`src/ccgic_pkg.sv`:
```
// What this block does
// - Peripheral enable register is 8 bits; bit 7 gates the calendar clock, bits 6:0 drive other peripherals' enables.
// - Gate bit 0 stops the clock supply and ignores writes to clock registers.
// - Gate bit 1 supplies the clock and allows reads and writes of clock registers.
// - Clock control: run bit 7, 1 Hz enable 5, hour system 3, period 2:0.
// - Calendar counting halts while run bit is 0 and proceeds while it is 1.
// - Mask register bit 1: 0 lets the calendar interrupt be serviced, 1 blocks it.
// - Request register bit 1 is set when the calendar raises an interrupt request while the gate bit is 1.
// - Request flag reads 0 whenever no calendar request is pending.
package ccgic_pkg;

    localparam int AW = 4;
    localparam int DW = 8;

    // Register offsets
    localparam logic [AW-1:0] OFS_PERIPH_EN = 4'h0;
    localparam logic [AW-1:0] OFS_CLK_CTL   = 4'h1;
    localparam logic [AW-1:0] OFS_IRQ_MASK  = 4'h2;
    localparam logic [AW-1:0] OFS_IRQ_REQ   = 4'h3;
    localparam logic [AW-1:0] OFS_EVT_STAT  = 4'h4;
    localparam logic [AW-1:0] OFS_EVT_MASK  = 4'h5;

    // Reset values
    localparam logic [DW-1:0] RST_PERIPH_EN = 8'h00;
    localparam logic [DW-1:0] RST_CLK_CTL   = 8'h00;
    localparam logic [DW-1:0] RST_IRQ_MASK  = 8'hff;
    localparam logic [DW-1:0] RST_IRQ_REQ   = 8'h00;
    localparam logic [DW-1:0] RST_EVT_MASK  = 8'hff;

    // Field positions
    localparam int GATE_BIT     = 7;
    localparam int CAL_MASK_BIT = 1;
    localparam int CAL_REQ_BIT  = 1;

    // Writable bits of the clock control register; bits 6 and 4 stay zero
    localparam logic [DW-1:0] CLK_CTL_WMASK = 8'haf;

    // Sticky event status bits
    localparam int EVT_N       = 2;
    localparam int EVT_CAL_REQ = 0;
    localparam int EVT_REFUSED = 1;

    localparam logic [DW-1:0] ZERO = 8'h00;

    typedef struct packed {
        logic       run;
        logic       zero6;
        logic       one_hz_oe;
        logic       zero4;
        logic       hour24;
        logic [2:0] period;
    } ccgic_clk_ctl_s;

    typedef struct packed {
        logic [AW-1:0] addr;
        logic [DW-1:0] wdata;
        logic          wr;
        logic          rd;
    } ccgic_bus_s;

endpackage : ccgic_pkg

```
`src/ccgic_top.sv`:
```
`timescale 1ns/1ps
module ccgic_top (
    // Clock and reset
    input  wire logic                       clock,
    input  wire logic                       nrst,
    // Register port
    input  wire ccgic_pkg::ccgic_bus_s      bus,
    output logic [ccgic_pkg::DW-1:0]        rdata,
    // Calendar core side
    input  wire logic                       sub_tick,
    input  wire logic                       cal_irq_req,
    input  wire logic                       one_hz_in,
    output logic                            cal_clk_en,
    output logic                            count_en,
    output logic                            rtc_wr_allow,
    output ccgic_pkg::ccgic_clk_ctl_s       clk_ctl,
    output logic                            one_hz_out,
    // Other peripherals' enables
    output logic [6:0]                      periph_en_other,
    // Interrupts
    output logic                            cal_service_req,
    output logic                            irq
);
    import ccgic_pkg::*;

    logic [DW-1:0]    periph_en_r;
    logic [DW-1:0]    clk_ctl_r;
    logic [DW-1:0]    irq_mask_r;
    logic [DW-1:0]    irq_req_r;
    logic [DW-1:0]    irq_req_nxt;
    logic [EVT_N-1:0] evt_stat_r;
    logic [EVT_N-1:0] evt_mask_r;
    logic [DW-1:0]    rdata_r;
    logic [DW-1:0]    rd_mux;

    wire gate      = periph_en_r[GATE_BIT];
    wire wr_pe     = bus.wr && (bus.addr == OFS_PERIPH_EN);
    wire wr_cc_hit = bus.wr && (bus.addr == OFS_CLK_CTL);
    wire wr_cc     = wr_cc_hit && gate;
    wire wr_mk     = bus.wr && (bus.addr == OFS_IRQ_MASK);
    wire wr_if     = bus.wr && (bus.addr == OFS_IRQ_REQ);
    wire wr_em     = bus.wr && (bus.addr == OFS_EVT_MASK);
    wire rd_es     = bus.rd && (bus.addr == OFS_EVT_STAT);

    // Calendar requests only arise while the calendar is clocked
    wire cal_evt   = cal_irq_req && gate;

    wire [EVT_N-1:0] evt_in;
    assign evt_in[EVT_CAL_REQ] = cal_evt;
    assign evt_in[EVT_REFUSED] = wr_cc_hit && !gate;

    // Request flag: set wins over a software clear, write 1 leaves it
    always_comb begin
        irq_req_nxt = irq_req_r;
        if (wr_if) begin
            irq_req_nxt = bus.wdata;
            irq_req_nxt[CAL_REQ_BIT] = bus.wdata[CAL_REQ_BIT]
                                       && irq_req_r[CAL_REQ_BIT];
        end
        if (cal_evt) begin
            irq_req_nxt[CAL_REQ_BIT] = 1'b1;
        end
    end

    always_ff @(posedge clock) begin
        if (!nrst) begin
            periph_en_r <= RST_PERIPH_EN;
            clk_ctl_r   <= RST_CLK_CTL;
            irq_mask_r  <= RST_IRQ_MASK;
            irq_req_r   <= RST_IRQ_REQ;
        end else begin
            if (wr_pe) begin
                periph_en_r <= bus.wdata;
            end
            if (wr_cc) begin
                clk_ctl_r <= bus.wdata & CLK_CTL_WMASK;
            end
            if (wr_mk) begin
                irq_mask_r <= bus.wdata;
            end
            irq_req_r <= irq_req_nxt;
        end
    end

    // Sticky event status, cleared by reading it; a new event wins
    genvar g;
    generate
        for (g = 0; g < EVT_N; g++) begin : g_evt
            always_ff @(posedge clock) begin
                if (!nrst) begin
                    evt_stat_r[g] <= 1'b0;
                    evt_mask_r[g] <= RST_EVT_MASK[g];
                end else begin
                    evt_stat_r[g] <= evt_in[g] || (evt_stat_r[g] && !rd_es);
                    if (wr_em) begin
                        evt_mask_r[g] <= bus.wdata[g];
                    end
                end
            end
        end
    endgenerate

    always_comb begin
        rd_mux = ZERO;
        unique case (bus.addr)
            OFS_PERIPH_EN: rd_mux = periph_en_r;
            OFS_CLK_CTL:   rd_mux = clk_ctl_r;
            OFS_IRQ_MASK:  rd_mux = irq_mask_r;
            OFS_IRQ_REQ:   rd_mux = irq_req_r;
            OFS_EVT_STAT:  rd_mux = {{(DW-EVT_N){1'b0}}, evt_stat_r};
            OFS_EVT_MASK:  rd_mux = {{(DW-EVT_N){1'b0}}, evt_mask_r};
            default:       rd_mux = ZERO;
        endcase
    end

    always_ff @(posedge clock) begin
        if (!nrst) begin
            rdata_r <= ZERO;
        end else if (bus.rd) begin
            rdata_r <= rd_mux;
        end
    end

    assign rdata           = rdata_r;
    assign clk_ctl         = ccgic_clk_ctl_s'(clk_ctl_r);
    assign cal_clk_en      = sub_tick && gate;
    assign count_en        = cal_clk_en && clk_ctl.run;
    assign rtc_wr_allow    = gate;
    assign one_hz_out      = one_hz_in && gate && clk_ctl.one_hz_oe;
    assign periph_en_other = periph_en_r[GATE_BIT-1:0];
    assign cal_service_req = irq_req_r[CAL_REQ_BIT]
                             && !irq_mask_r[CAL_MASK_BIT];
    assign irq             = |(evt_stat_r & ~evt_mask_r);

endmodule : ccgic_top

```
`config.mk`:
```
export PLATFORM = sky130hd
export DESIGN_NAME = ccgic_top
export DESIGN_NICKNAME = d
export VERILOG_FILES = /design/src/ccgic_pkg.sv /design/src/ccgic_top.sv
export SDC_FILE = /design/constraint.sdc
export NUM_CORES = 1
export LEC_CHECK = 0
export ABC_AREA = 1
export CORE_AREA = 2 2 59 74
export CTS_CLUSTER_SIZE = 40
export DETAILED_ROUTE_END_ITERATION = 7
export DIE_AREA = 0 0 61 76
export DONT_BUFFER_PORTS = 1
export PLACE_DENSITY = 0.64
export SYNTH_ARGS = -nofsm -noshare
export SYNTH_HDL_FRONTEND = slang
export SYNTH_SLANG_ARGS = --single-unit
export TNS_END_PERCENT = 20
```
`constraint.sdc`:
```
create_clock -name clock -period 1.3 [get_ports clock]
set_input_delay 0.26 -clock clock [delete_from_list [all_inputs] [get_ports clock]]
set_output_delay 0.26 -clock clock [all_outputs]
set_load 0.02 [all_outputs]
```
==> results of run 1 <==
==> sequential cells by signal, indices dropped and copies added (netlist names) <==
| name | count |
|---|---|
| periph_en_r | 8 |
| evt_stat_r | 2 |
| evt_mask_r | 2 |
| irq_req_r | 8 |
| clk_ctl | 6 |
| rdata | 8 |
| irq_mask_r | 8 |
==> kinds of logic (layout without fill, tap and decap cells) <==
family | after synthesis | in the layout | share of synthesized area (%)
compound gates | 57 | 57 | 15.6
buf+inv | 42 | 60 | 10.2
flops | 42 | 42 | 44.2
other cells | 1 | 2 | 0.197
simple gates | 126 | 126 | 29.8
==> worst max-delay path, cell delays in order, from the launching register on <==
cell	delay, ps
dfxtp_4	380
inv_1	80
nor2_1	110
buf_4	140
==> power by group through the flow <==
stage | Sequential, mW | Combinational (mW) | Clock (mW)
after floorplan | 1.35 | 0.122 | 0
after global routing | 1.32 | 0.161 | 1.14
final | 1.32 | 0.143 | 1.06
after CTS | 1.32 | 0.143 | 1.07
after detailed placement | 1.35 | 0.143 | 0
after global placement | 1.35 | 0.141 | 0
==> per-stage QoR <==
stage	setup slack (ps)	std cells	hold slack, ps	cell area (um^2)
floorplan	70.7	269	373	1910
detailed placement	55.1	336	352	2080
global placement	64.8	336	348	2080
global route	4.68	343	35.3	2210
CTS	22.7	343	46.1	2200
finish	44.1	343	49.1	2210
==> area by class of cell <==
cell class              count  area (um^2)
repair buffers             24          193
clock buffers               6         82.6
flip-flops and latches     42          846
well taps                  56         70.1
clock inverters             1         30.0
fillers                   429         1790
multi-input cells         185          881
inverters                  29          109
==> cells in the final DEF, fill, tap and decap left out, types with 2 or more instances in the layout <==
master / n
a21oi_1: 32
buf_4: 23
clkbuf_8: 6
conb_1: 2
dfxtp_1: 40
inv_1: 28
nand2_1: 68
nand2_2: 4
nand3_1: 40
nor2_1: 6
nor2_2: 4
nor2_4: 2
o211ai_1: 4
o21ai_0: 17
o21ai_1: 3
==> timing repair <==
item	CTS	global route
endpoints found under the setup margin	2	3
hold buffers	0	0
gates resized for setup	1	4
==> path summary, 6_finish.rpt <==
check | from | end | slack (ps) | cells after the start
worst min register to register | irq_req_r[6]$_SDFFE_PN0P_ | irq_req_r[6]$_SDFFE_PN0P_ | 460 | 2
worst max register to register | clk_ctl[2]$_SDFFE_PN0P_ | rdata[2]$_SDFFE_PN0P_ | 300 | 4
worst min-delay path | nrst | evt_mask_r[1]$_SDFFE_PN1P_ | 50 | 1
worst max-delay path | periph_en_r[7]$_SDFFE_PN0P_ | one_hz_out | 40 | 3
==> metal layers <==
metal | vias to the layer above | share of wire, %
met4 | 0 | 3.3
met2 | 52 | 50
met3 | 14 | 5.2
met1 | 809 | 41
met5 | - | 0
li1 | 902 | -
==> flow_metrics.py, run 1 <==
metrics = {
    "outcome": {
        "status": "finished, final reports clean",
    },
    "logic_synthesis": {
        "async_reset_ff_share_pct": 0,
        "synth_common_cells": "68 x nand2_1, 42 x dfxtp_1, 40 x nand3_1",
        "yosysTopAreaCell": "dfxtp_1",
        "yosysWarnings": 0,
        "synth-edff-count": 0,
        "syn-cell-area_um2": 1900,
        "synth_area_leaders": "dfxtp_1 44%, nand2_1 13%, nand3_1 11%",
        "synthCells": 268,
        "ys_seq_area_share_pct": 44.2,
        "netlist-cell-type-count": 21,
        "ys_ff_latch": 42,
        "synth_most_common_cell": "nand2_1",
        "avgSynthCellArea_um2": 7.10,
        "synthFlopType": "dfxtp_1",
        "yosysTopAreaCellShare_pct": 44.2,
    },
    "global_route": {
        "antenna_found_initial": 0,
        "met2_usage_pct": 38.2,
        "busiest_layer": "met2",
        "met1_usage_pct": 28.7,
        "overflow": 0,
        "grtUsageTotal_pct": 23.8,
        "grt_pass1_vias": 1687,
        "grt_pass1_wl_um": 8220,
        "grt_max_degree": 21,
        "grtUsageMet3_pct": 5.43,
    },
    "placement": {
        "io_buffers": 0,
        "gp_congestion": 0.811,
        "hpwl_um": 3700,
    },
    "worst_setup_path": {
        "path_max_fanout": 5,
        "endpoint_kind": "output port",
        "worstSetupStartpointType": "register",
        "critical_path_class": "reg2out",
        "cp.required_ps": 1040,
        "crit_arrival_ps": 1000,
    },
    "final_layout": {
        "area_growth_pct": 16.2,
        "nNetsFinal": 306,
        "drive_above_1_share_pct": 16.4,
        "fin_util_pct": 55.3,
        "antennaDiodeCount": 0,
    },
    "power_and_ir_drop": {
        "p_comb_share_pct": 5.7,
        "pwr_density_cell_nw_per_um2": 1140,
        "irDropWorstVdd_v": 0.000837,
        "finalPower_mw": 2.52,
        "swShare_pct": 22.0,
        "p_leak_nw": 0.911,
        "switchingPower_uw": 556,
        "p_int_mw": 1.97,
        "p_clk_share_pct": 42.0,
        "p_seq_share_pct": 52.4,
    },
    "timing": {
        "finalMaxSlewViolations": 0,
        "finalCriticalPeriod_ps": 1260,
        "max_freq_mhz": 796,
        "hold_viol": 0,
        "rsz0062_at_grt": "false",
        "fin_setup_tns_ps": 0,
        "skew_ps": 5.57,
        "post-route-period-util_pct": 96.6,
        "setup_viol": 0,
    },
    "floorplan": {
        "start_util_pct": 47.6,
        "die_h_um": 76,
        "dieArea_um2": 4640,
        "pin_count": 48,
        "core_um2": 4000,
        "std_cell_rows": 26,
        "die_x_um": 61,
    },
    "drt": {
        "vias": 1777,
        "wl_per_cell_um": 14.5,
        "drt-vias-per-instance": 5.18,
        "drtPass1Iterations": 4,
        "drc": 0,
        "ant_nets": 0,
        "drtIter0Drc": 81,
        "routed_wl_um": 4980,
    },
    "clock_tree": {
        "cts-root-buf": "clkbuf_8",
        "numCtsBuffers": 5,
        "cts_htree_levels": 2,
        "postCtsSetupRepairBufs": 0,
        "clock-sinks": 42,
        "clkTransAtPathRegs_ps": 80,
        "insertion_delay_ps": 300,
        "cts_buffer_depth": 2,
        "cts_tree": "done",
    },
    "flow_run": {
        "maxCapViolations": 0,
    },
    "hold_path": {
        "hp-class": "in2reg",
    },
}
(Power assumes the default switching activity.)
==> inputs of run 2 (changes only) <==
--- a/config.mk
+++ b/config.mk
@@ -11,7 +11,7 @@
 export DETAILED_ROUTE_END_ITERATION = 7
 export DIE_AREA = 0 0 61 76
 export DONT_BUFFER_PORTS = 1
-export PLACE_DENSITY = 0.64
+export PLACE_DENSITY = 0.61
 export SYNTH_ARGS = -nofsm -noshare
 export SYNTH_HDL_FRONTEND = slang
 export SYNTH_SLANG_ARGS = --single-unit
==> constraint.sdc (replaced) <==
create_clock -name clock -period 1.4 [get_ports clock]
set_input_delay 0.28 -clock clock [delete_from_list [all_inputs] [get_ports clock]]
set_output_delay 0.28 -clock clock [all_outputs]
set_load 0.02 [all_outputs]
==> run 2 against run 1 <==
  * Register-to-register slack improved by 100 ps
  * Design area decreased by 2.0%
  * Via count decreased by 2.4%
  * Critical path depth unchanged
  * Clock-buffer cell count increased by 1
  * First-iteration DRC count decreased by 35%
  * Core utilization decreased by 1.1 points
  * Clock power decreased by 11%
  * Clock skew increased by 0.78 ps
  * Combinational power decreased by 9%
  * Critical path type unchanged
  * Critical endpoint unchanged
==> flow_metrics.py, run 2 (synthesis results as in run 1) <==
metrics = {
    "outcome": {
        "status": "finished, final reports clean",
    },
    "final_layout": {
        "final_cell_mix": "68 x nand2_1, 42 x dfxtp_1, 40 x nand3_1, 32 x a21oi_1, 28 x inv_1",
        "fillers": 427,
        "drive_above_1_share_pct": 13.1,
        "multi_input_area_um2": 872,
        "regArea_um2": 841,
        "nNetsFinal": 301,
        "mostFrequentLayoutCell": "nand2_1",
        "antennaDiodeCount": 0,
        "area_growth_pct": 13.8,
    },
    "drt": {
        "wl_per_cell_um": 14.2,
        "drc": 0,
        "vias": 1735,
        "drtIter0Drc": 53,
        "ant_nets": 0,
        "routed_wl_um": 4800,
        "drtPass1Iterations": 4,
        "drt-vias-per-instance": 5.12,
    },
    "timing": {
        "hold_ws_ps": 70.9,
        "hold_viol": 0,
        "fin_setup_tns_ps": 0,
        "max_freq_mhz": 749,
        "skew_ps": 6.35,
        "rsz0062_at_grt": "false",
        "post-route-period-util_pct": 95.4,
        "finalCriticalPeriod_ps": 1330,
        "setup_viol": 0,
        "finalMaxSlewViolations": 0,
    },
    "clock_tree": {
        "numCtsBuffers": 5,
        "cts_tree": "done",
        "cts_buffer_depth": 2,
        "clock-sinks": 42,
        "postCtsSetupRepairBufs": 0,
        "ctsResizeCount": 0,
        "clkTransAtPathRegs_ps": 80,
        "insertion_delay_ps": 290,
        "cts_htree_levels": 2,
        "ctsHoldBuffers": 0,
        "cts-root-buf": "clkbuf_8",
    },
    "power_and_ir_drop": {
        "p_clk_share_pct": 40.9,
        "pwr_density_cell_nw_per_um2": 1060,
        "swShare_pct": 22.1,
        "p_int_mw": 1.79,
        "p_leak_nw": 0.883,
        "p_seq_share_pct": 53.5,
        "p_comb_share_pct": 5.6,
        "switchingPower_uw": 509,
        "irDropWorstVdd_v": 0.000721,
    },
    "worst_setup_path": {
        "worstSetupStartpointType": "register",
        "critical_path_class": "reg2out",
        "r2r-start": "periph_en_r[7]$_SDFFE_PN0P_",
        "crit_arrival_ps": 1050,
        "timing.rr.end": "clk_ctl[0]$_SDFFE_PN0P_",
        "cp.required_ps": 1120,
        "endpoint_kind": "output port",
        "r2r_slack_ps": 400,
        "path_max_fanout": 5,
        "critPathLaunch": "periph_en_r[7]$_SDFFE_PN0P_",
        "r2r_cells": 3,
    },
    "hold_path": {
        "min_path_cells": 1,
        "hold_start": "nrst",
        "hp-class": "in2reg",
        "whs_endpoint": "irq_mask_r[1]$_SDFFE_PN1P_",
    },
    "floorplan": {
        "start_util_pct": 47.6,
        "std_cell_rows": 26,
        "dieArea_um2": 4640,
        "core_um2": 4000,
        "pin_count": 48,
        "die_x_um": 61,
        "die_h_um": 76,
    },
    "placement": {
        "gp_congestion": 0.854,
        "io_buffers": 0,
        "hpwl_um": 3490,
    },
    "flow_run": {
        "maxCapViolations": 0,
    },
    "global_route": {
        "grtUsageTotal_pct": 23.4,
        "overflow": 0,
        "antenna_found_initial": 0,
        "grt_pass1_vias": 1763,
        "grt_max_degree": 21,
        "grt_pass1_wl_um": 8310,
    },
}
[run 2: cell types whose count changed in the layout (fill, tap and decap cells not counted), sizes merged]
cell    before  now
buf         24   19
clkbuf       6    7
[run 2: worst max path at each step]
stage | endpoint | slack [ps]
detailed placement | rdata[7]$_SDFFE_PN0P_ | 140
CTS | one_hz_out | 50
global placement | rdata[7]$_SDFFE_PN0P_ | 160
finish | one_hz_out | 70
floorplan | periph_en_r[7]$_SDFFE_PN0P_ | 150
global route | one_hz_out | 8
[run 2: power groups by stage]
| stage | clock network, mW | logic (mW) | registers, mW |
|---|---|---|---|
| 4_1_cts | 0.961 | 0.130 | 1.23 |
| 5_1_grt | 1.01 | 0.148 | 1.23 |
| 3_3_place_gp | 0 | 0.129 | 1.26 |
| 6_report | 0.940 | 0.130 | 1.23 |
| 3_5_place_dp | 0 | 0.130 | 1.26 |
| 2_1_floorplan | 0 | 0.113 | 1.26 |
[run 2: stage by stage]
stage | power, mW | utilization [%] | instance area (um^2) | cells | setup slack, ps
after floorplan | 1.37 | - | 1910 | 269 | 151
after global placement | 1.39 | 51.5 | 2060 | 331 | 161
after CTS | 2.32 | 54.1 | 2170 | 339 | 52.6
final | 2.30 | 54.1 | 2170 | 339 | 65.1
after detailed placement | 1.39 | 51.5 | 2060 | 331 | 144
after global routing | 2.39 | 54.1 | 2170 | 339 | 7.60
[run 2: critical path: stages, from the launching register on]
cell     delay (ps)
dfxtp_1         410
inv_1           100
nor2_1          110
buf_4           140
[run 2: routing by layer]
| metal | up-vias | track usage [%] | routed length, um |
|---|---|---|---|
| li1 | 893 | - | - |
| met1 | 800 | 30.0 | 2110 |
| met2 | 37 | 38.6 | 2410 |
| met3 | 5 | 5.60 | 230 |
| met4 | 0 | 6.30 | 53 |
| met5 | - | 0 | 0 |
[run 2: final cells by class]
type	count	area share, %
clock buffers	7	3.52
repair buffers	19	7.74
well taps	56	3.24
inverters	29	5.03
multi-input cells	185	40.3
flip-flops and latches	42	38.8
clock inverters	1	1.39
==> inputs of run 3 (changes only) <==
--- a/config.mk
+++ b/config.mk
@@ -11,7 +11,8 @@
 export DETAILED_ROUTE_END_ITERATION = 7
 export DIE_AREA = 0 0 61 76
 export DONT_BUFFER_PORTS = 1
-export PLACE_DENSITY = 0.61
+export PLACE_DENSITY = 0.72
+export SLEW_MARGIN = 30
 export SYNTH_ARGS = -nofsm -noshare
 export SYNTH_HDL_FRONTEND = slang
 export SYNTH_SLANG_ARGS = --single-unit
==> run 3 against run 2 <==
  * Routed wire length fell by 5.0%
  * Setup slack improved by 49 ps
  * Sequential share of layout area rose by 0.59 points
  * Core utilization fell by 0.66 points
  * Hold slack barely moved
  * Global-route usage fell by 2.0 points
  * Clock skew rose by 1.7 ps
  * Combinational power fell by 5%
  * Critical path depth did not move
  * Largest cell class unchanged
==> flow_metrics.py, run 3 (synthesis results as in run 1) <==
metrics = {
    "outcome": {
        "status": "finished, final reports clean",
    },
    "drt": {
        "drt-vias-per-instance": 5.13,
        "drtPass1Iterations": 4,
        "vias": 1724,
        "wl_per_cell_um": 13.6,
        "drtIter0Drc": 106,
        "ant_nets": 0,
        "drc": 0,
        "routed_wl_um": 4560,
    },
    "final_layout": {
        "fin_cells": 336,
        "fin_util_pct": 53.5,
        "drive_above_1_share_pct": 13.6,
        "final_cell_mix": "68 x nand2_1, 40 x nand3_1, 40 x dfxtp_1, 32 x a21oi_1, 28 x inv_1",
        "mostFrequentLayoutCell": "nand2_1",
        "nNetsFinal": 298,
        "antennaDiodeCount": 0,
        "design_area_um2": 2140,
        "fillers": 419,
        "area_growth_pct": 12.4,
    },
    "placement": {
        "gp_congestion": 0.879,
        "place_ws_ps": 179,
        "dpl_cell_area_um2": 2020,
        "dp_cells": 328,
        "io_buffers": 0,
        "hpwl_um": 3400,
    },
    "global_route": {
        "grt_max_degree": 21,
        "grtUsageTotal_pct": 21.4,
        "overflow": 0,
        "antenna_found_initial": 0,
        "grt_pass1_vias": 1626,
        "grt_pass1_wl_um": 7550,
    },
    "clock_tree": {
        "clock-sinks": 42,
        "cts_buffer_depth": 2,
        "cts-root-buf": "clkbuf_8",
        "insertion_delay_ps": 290,
        "cts_htree_levels": 2,
        "clkTransAtPathRegs_ps": 80,
        "postCtsSetupRepairBufs": 0,
        "cts_tree": "done",
        "numCtsBuffers": 5,
    },
    "timing": {
        "setup_viol": 0,
        "finalMaxSlewViolations": 0,
        "hold_viol": 0,
        "skew_ps": 8.08,
        "hold_ws_ps": 70.6,
        "finalCriticalPeriod_ps": 1290,
        "max_freq_mhz": 778,
        "fin_setup_tns_ps": 0,
        "rsz0062_at_grt": "false",
        "post-route-period-util_pct": 91.9,
        "timing.final.ws_setup_ps": 114,
    },
    "power_and_ir_drop": {
        "p_leak_nw": 0.868,
        "finalPower_mw": 2.32,
        "pwr_density_cell_nw_per_um2": 1090,
        "irDropWorstVdd_v": 0.000754,
    },
    "hold_path": {
        "hold_start": "nrst",
        "hp-class": "in2reg",
        "whs_endpoint": "evt_mask_r[1]$_SDFFE_PN1P_",
        "min_path_cells": 1,
    },
    "worst_setup_path": {
        "r2r_cells": 4,
        "timing.rr.end": "rdata[2]$_SDFFE_PN0P_",
        "r2r_slack_ps": 340,
        "crit_arrival_ps": 1010,
        "path_max_fanout": 3,
        "critical_path_class": "reg2out",
        "critPathLaunch": "evt_stat_r[1]$_SDFF_PN0_",
        "r2r-start": "periph_en_r[2]$_SDFFE_PN0P_",
        "cp.required_ps": 1120,
        "worstSetupStartpointType": "register",
        "endpoint_kind": "output port",
    },
    "floorplan": {
        "dieArea_um2": 4640,
        "std_cell_rows": 26,
        "core_um2": 4000,
        "die_x_um": 61,
        "pin_count": 48,
        "die_h_um": 76,
        "start_util_pct": 47.6,
    },
    "flow_run": {
        "maxCapViolations": 0,
    },
}
run 3: changes by cell type in the layout (fill, tap and decap cells not counted):
| cell | before | now |
|---|---|---|
| dfxtp_1 | 42 | 40 |
| buf_12 | 2 | 1 |
| clkbuf_1 | 2 | 0 |
| clkinv_2 | 0 | 1 |
| inv_6 | 0 | 1 |
| buf_4 | 17 | 15 |
| dfxtp_2 | 0 | 2 |
run 3: timing repair:
| item | CTS | global route |
|---|---|---|
| resized for setup | 0 | 2 |
| hold buffers | 0 | 0 |
| endpoints found under the setup margin | 0 | 2 |
run 3: layout make-up:
type | instances | area, um^2 | area share [%]
clock buffers | 5 | 68.8 | 3.22
clock inverters | 3 | 43.8 | 2.05
inverters | 29 | 109 | 5.09
multi-input cells | 185 | 872 | 40.8
flip-flops and latches | 42 | 843 | 39.4
well taps | 56 | 70.1 | 3.27
repair buffers | 16 | 133 | 6.20
run 3: power breakdown:
group	switching [mW]	internal (mW)
Clock	0.432	0.535
Combinational	0.0813	0.0427
Sequential	0.0194	1.21
Total	0.533	1.79
run 3: how the worst max path moves through the flow:
stage,endpoint,slack (ps),cells past startpoint
after floorplan,periph_en_r[7]$_SDFFE_PN0P_,150,6
after global placement,rdata[7]$_SDFFE_PN0P_,170,5
after detailed placement,rdata[2]$_SDFFE_PN0P_,180,8
after CTS,one_hz_out,30,3
after global routing,one_hz_out,40,3
final,irq,110,3
run 3: per-layer routing:
metal	part of all wire, %	GRT usage, %	vias to the layer above
met1	41	25.3	776
li1	-	-	894
met4	1.4	8.48	0
met5	0	0	-
met3	5.2	5.77	8
met2	53	35.7	46
run 3: worst max-delay path: stages, from the launching register on:
cell	delay [ps]
dfxtp_1	360
inv_1	50
o22ai_1	150
buf_4	160
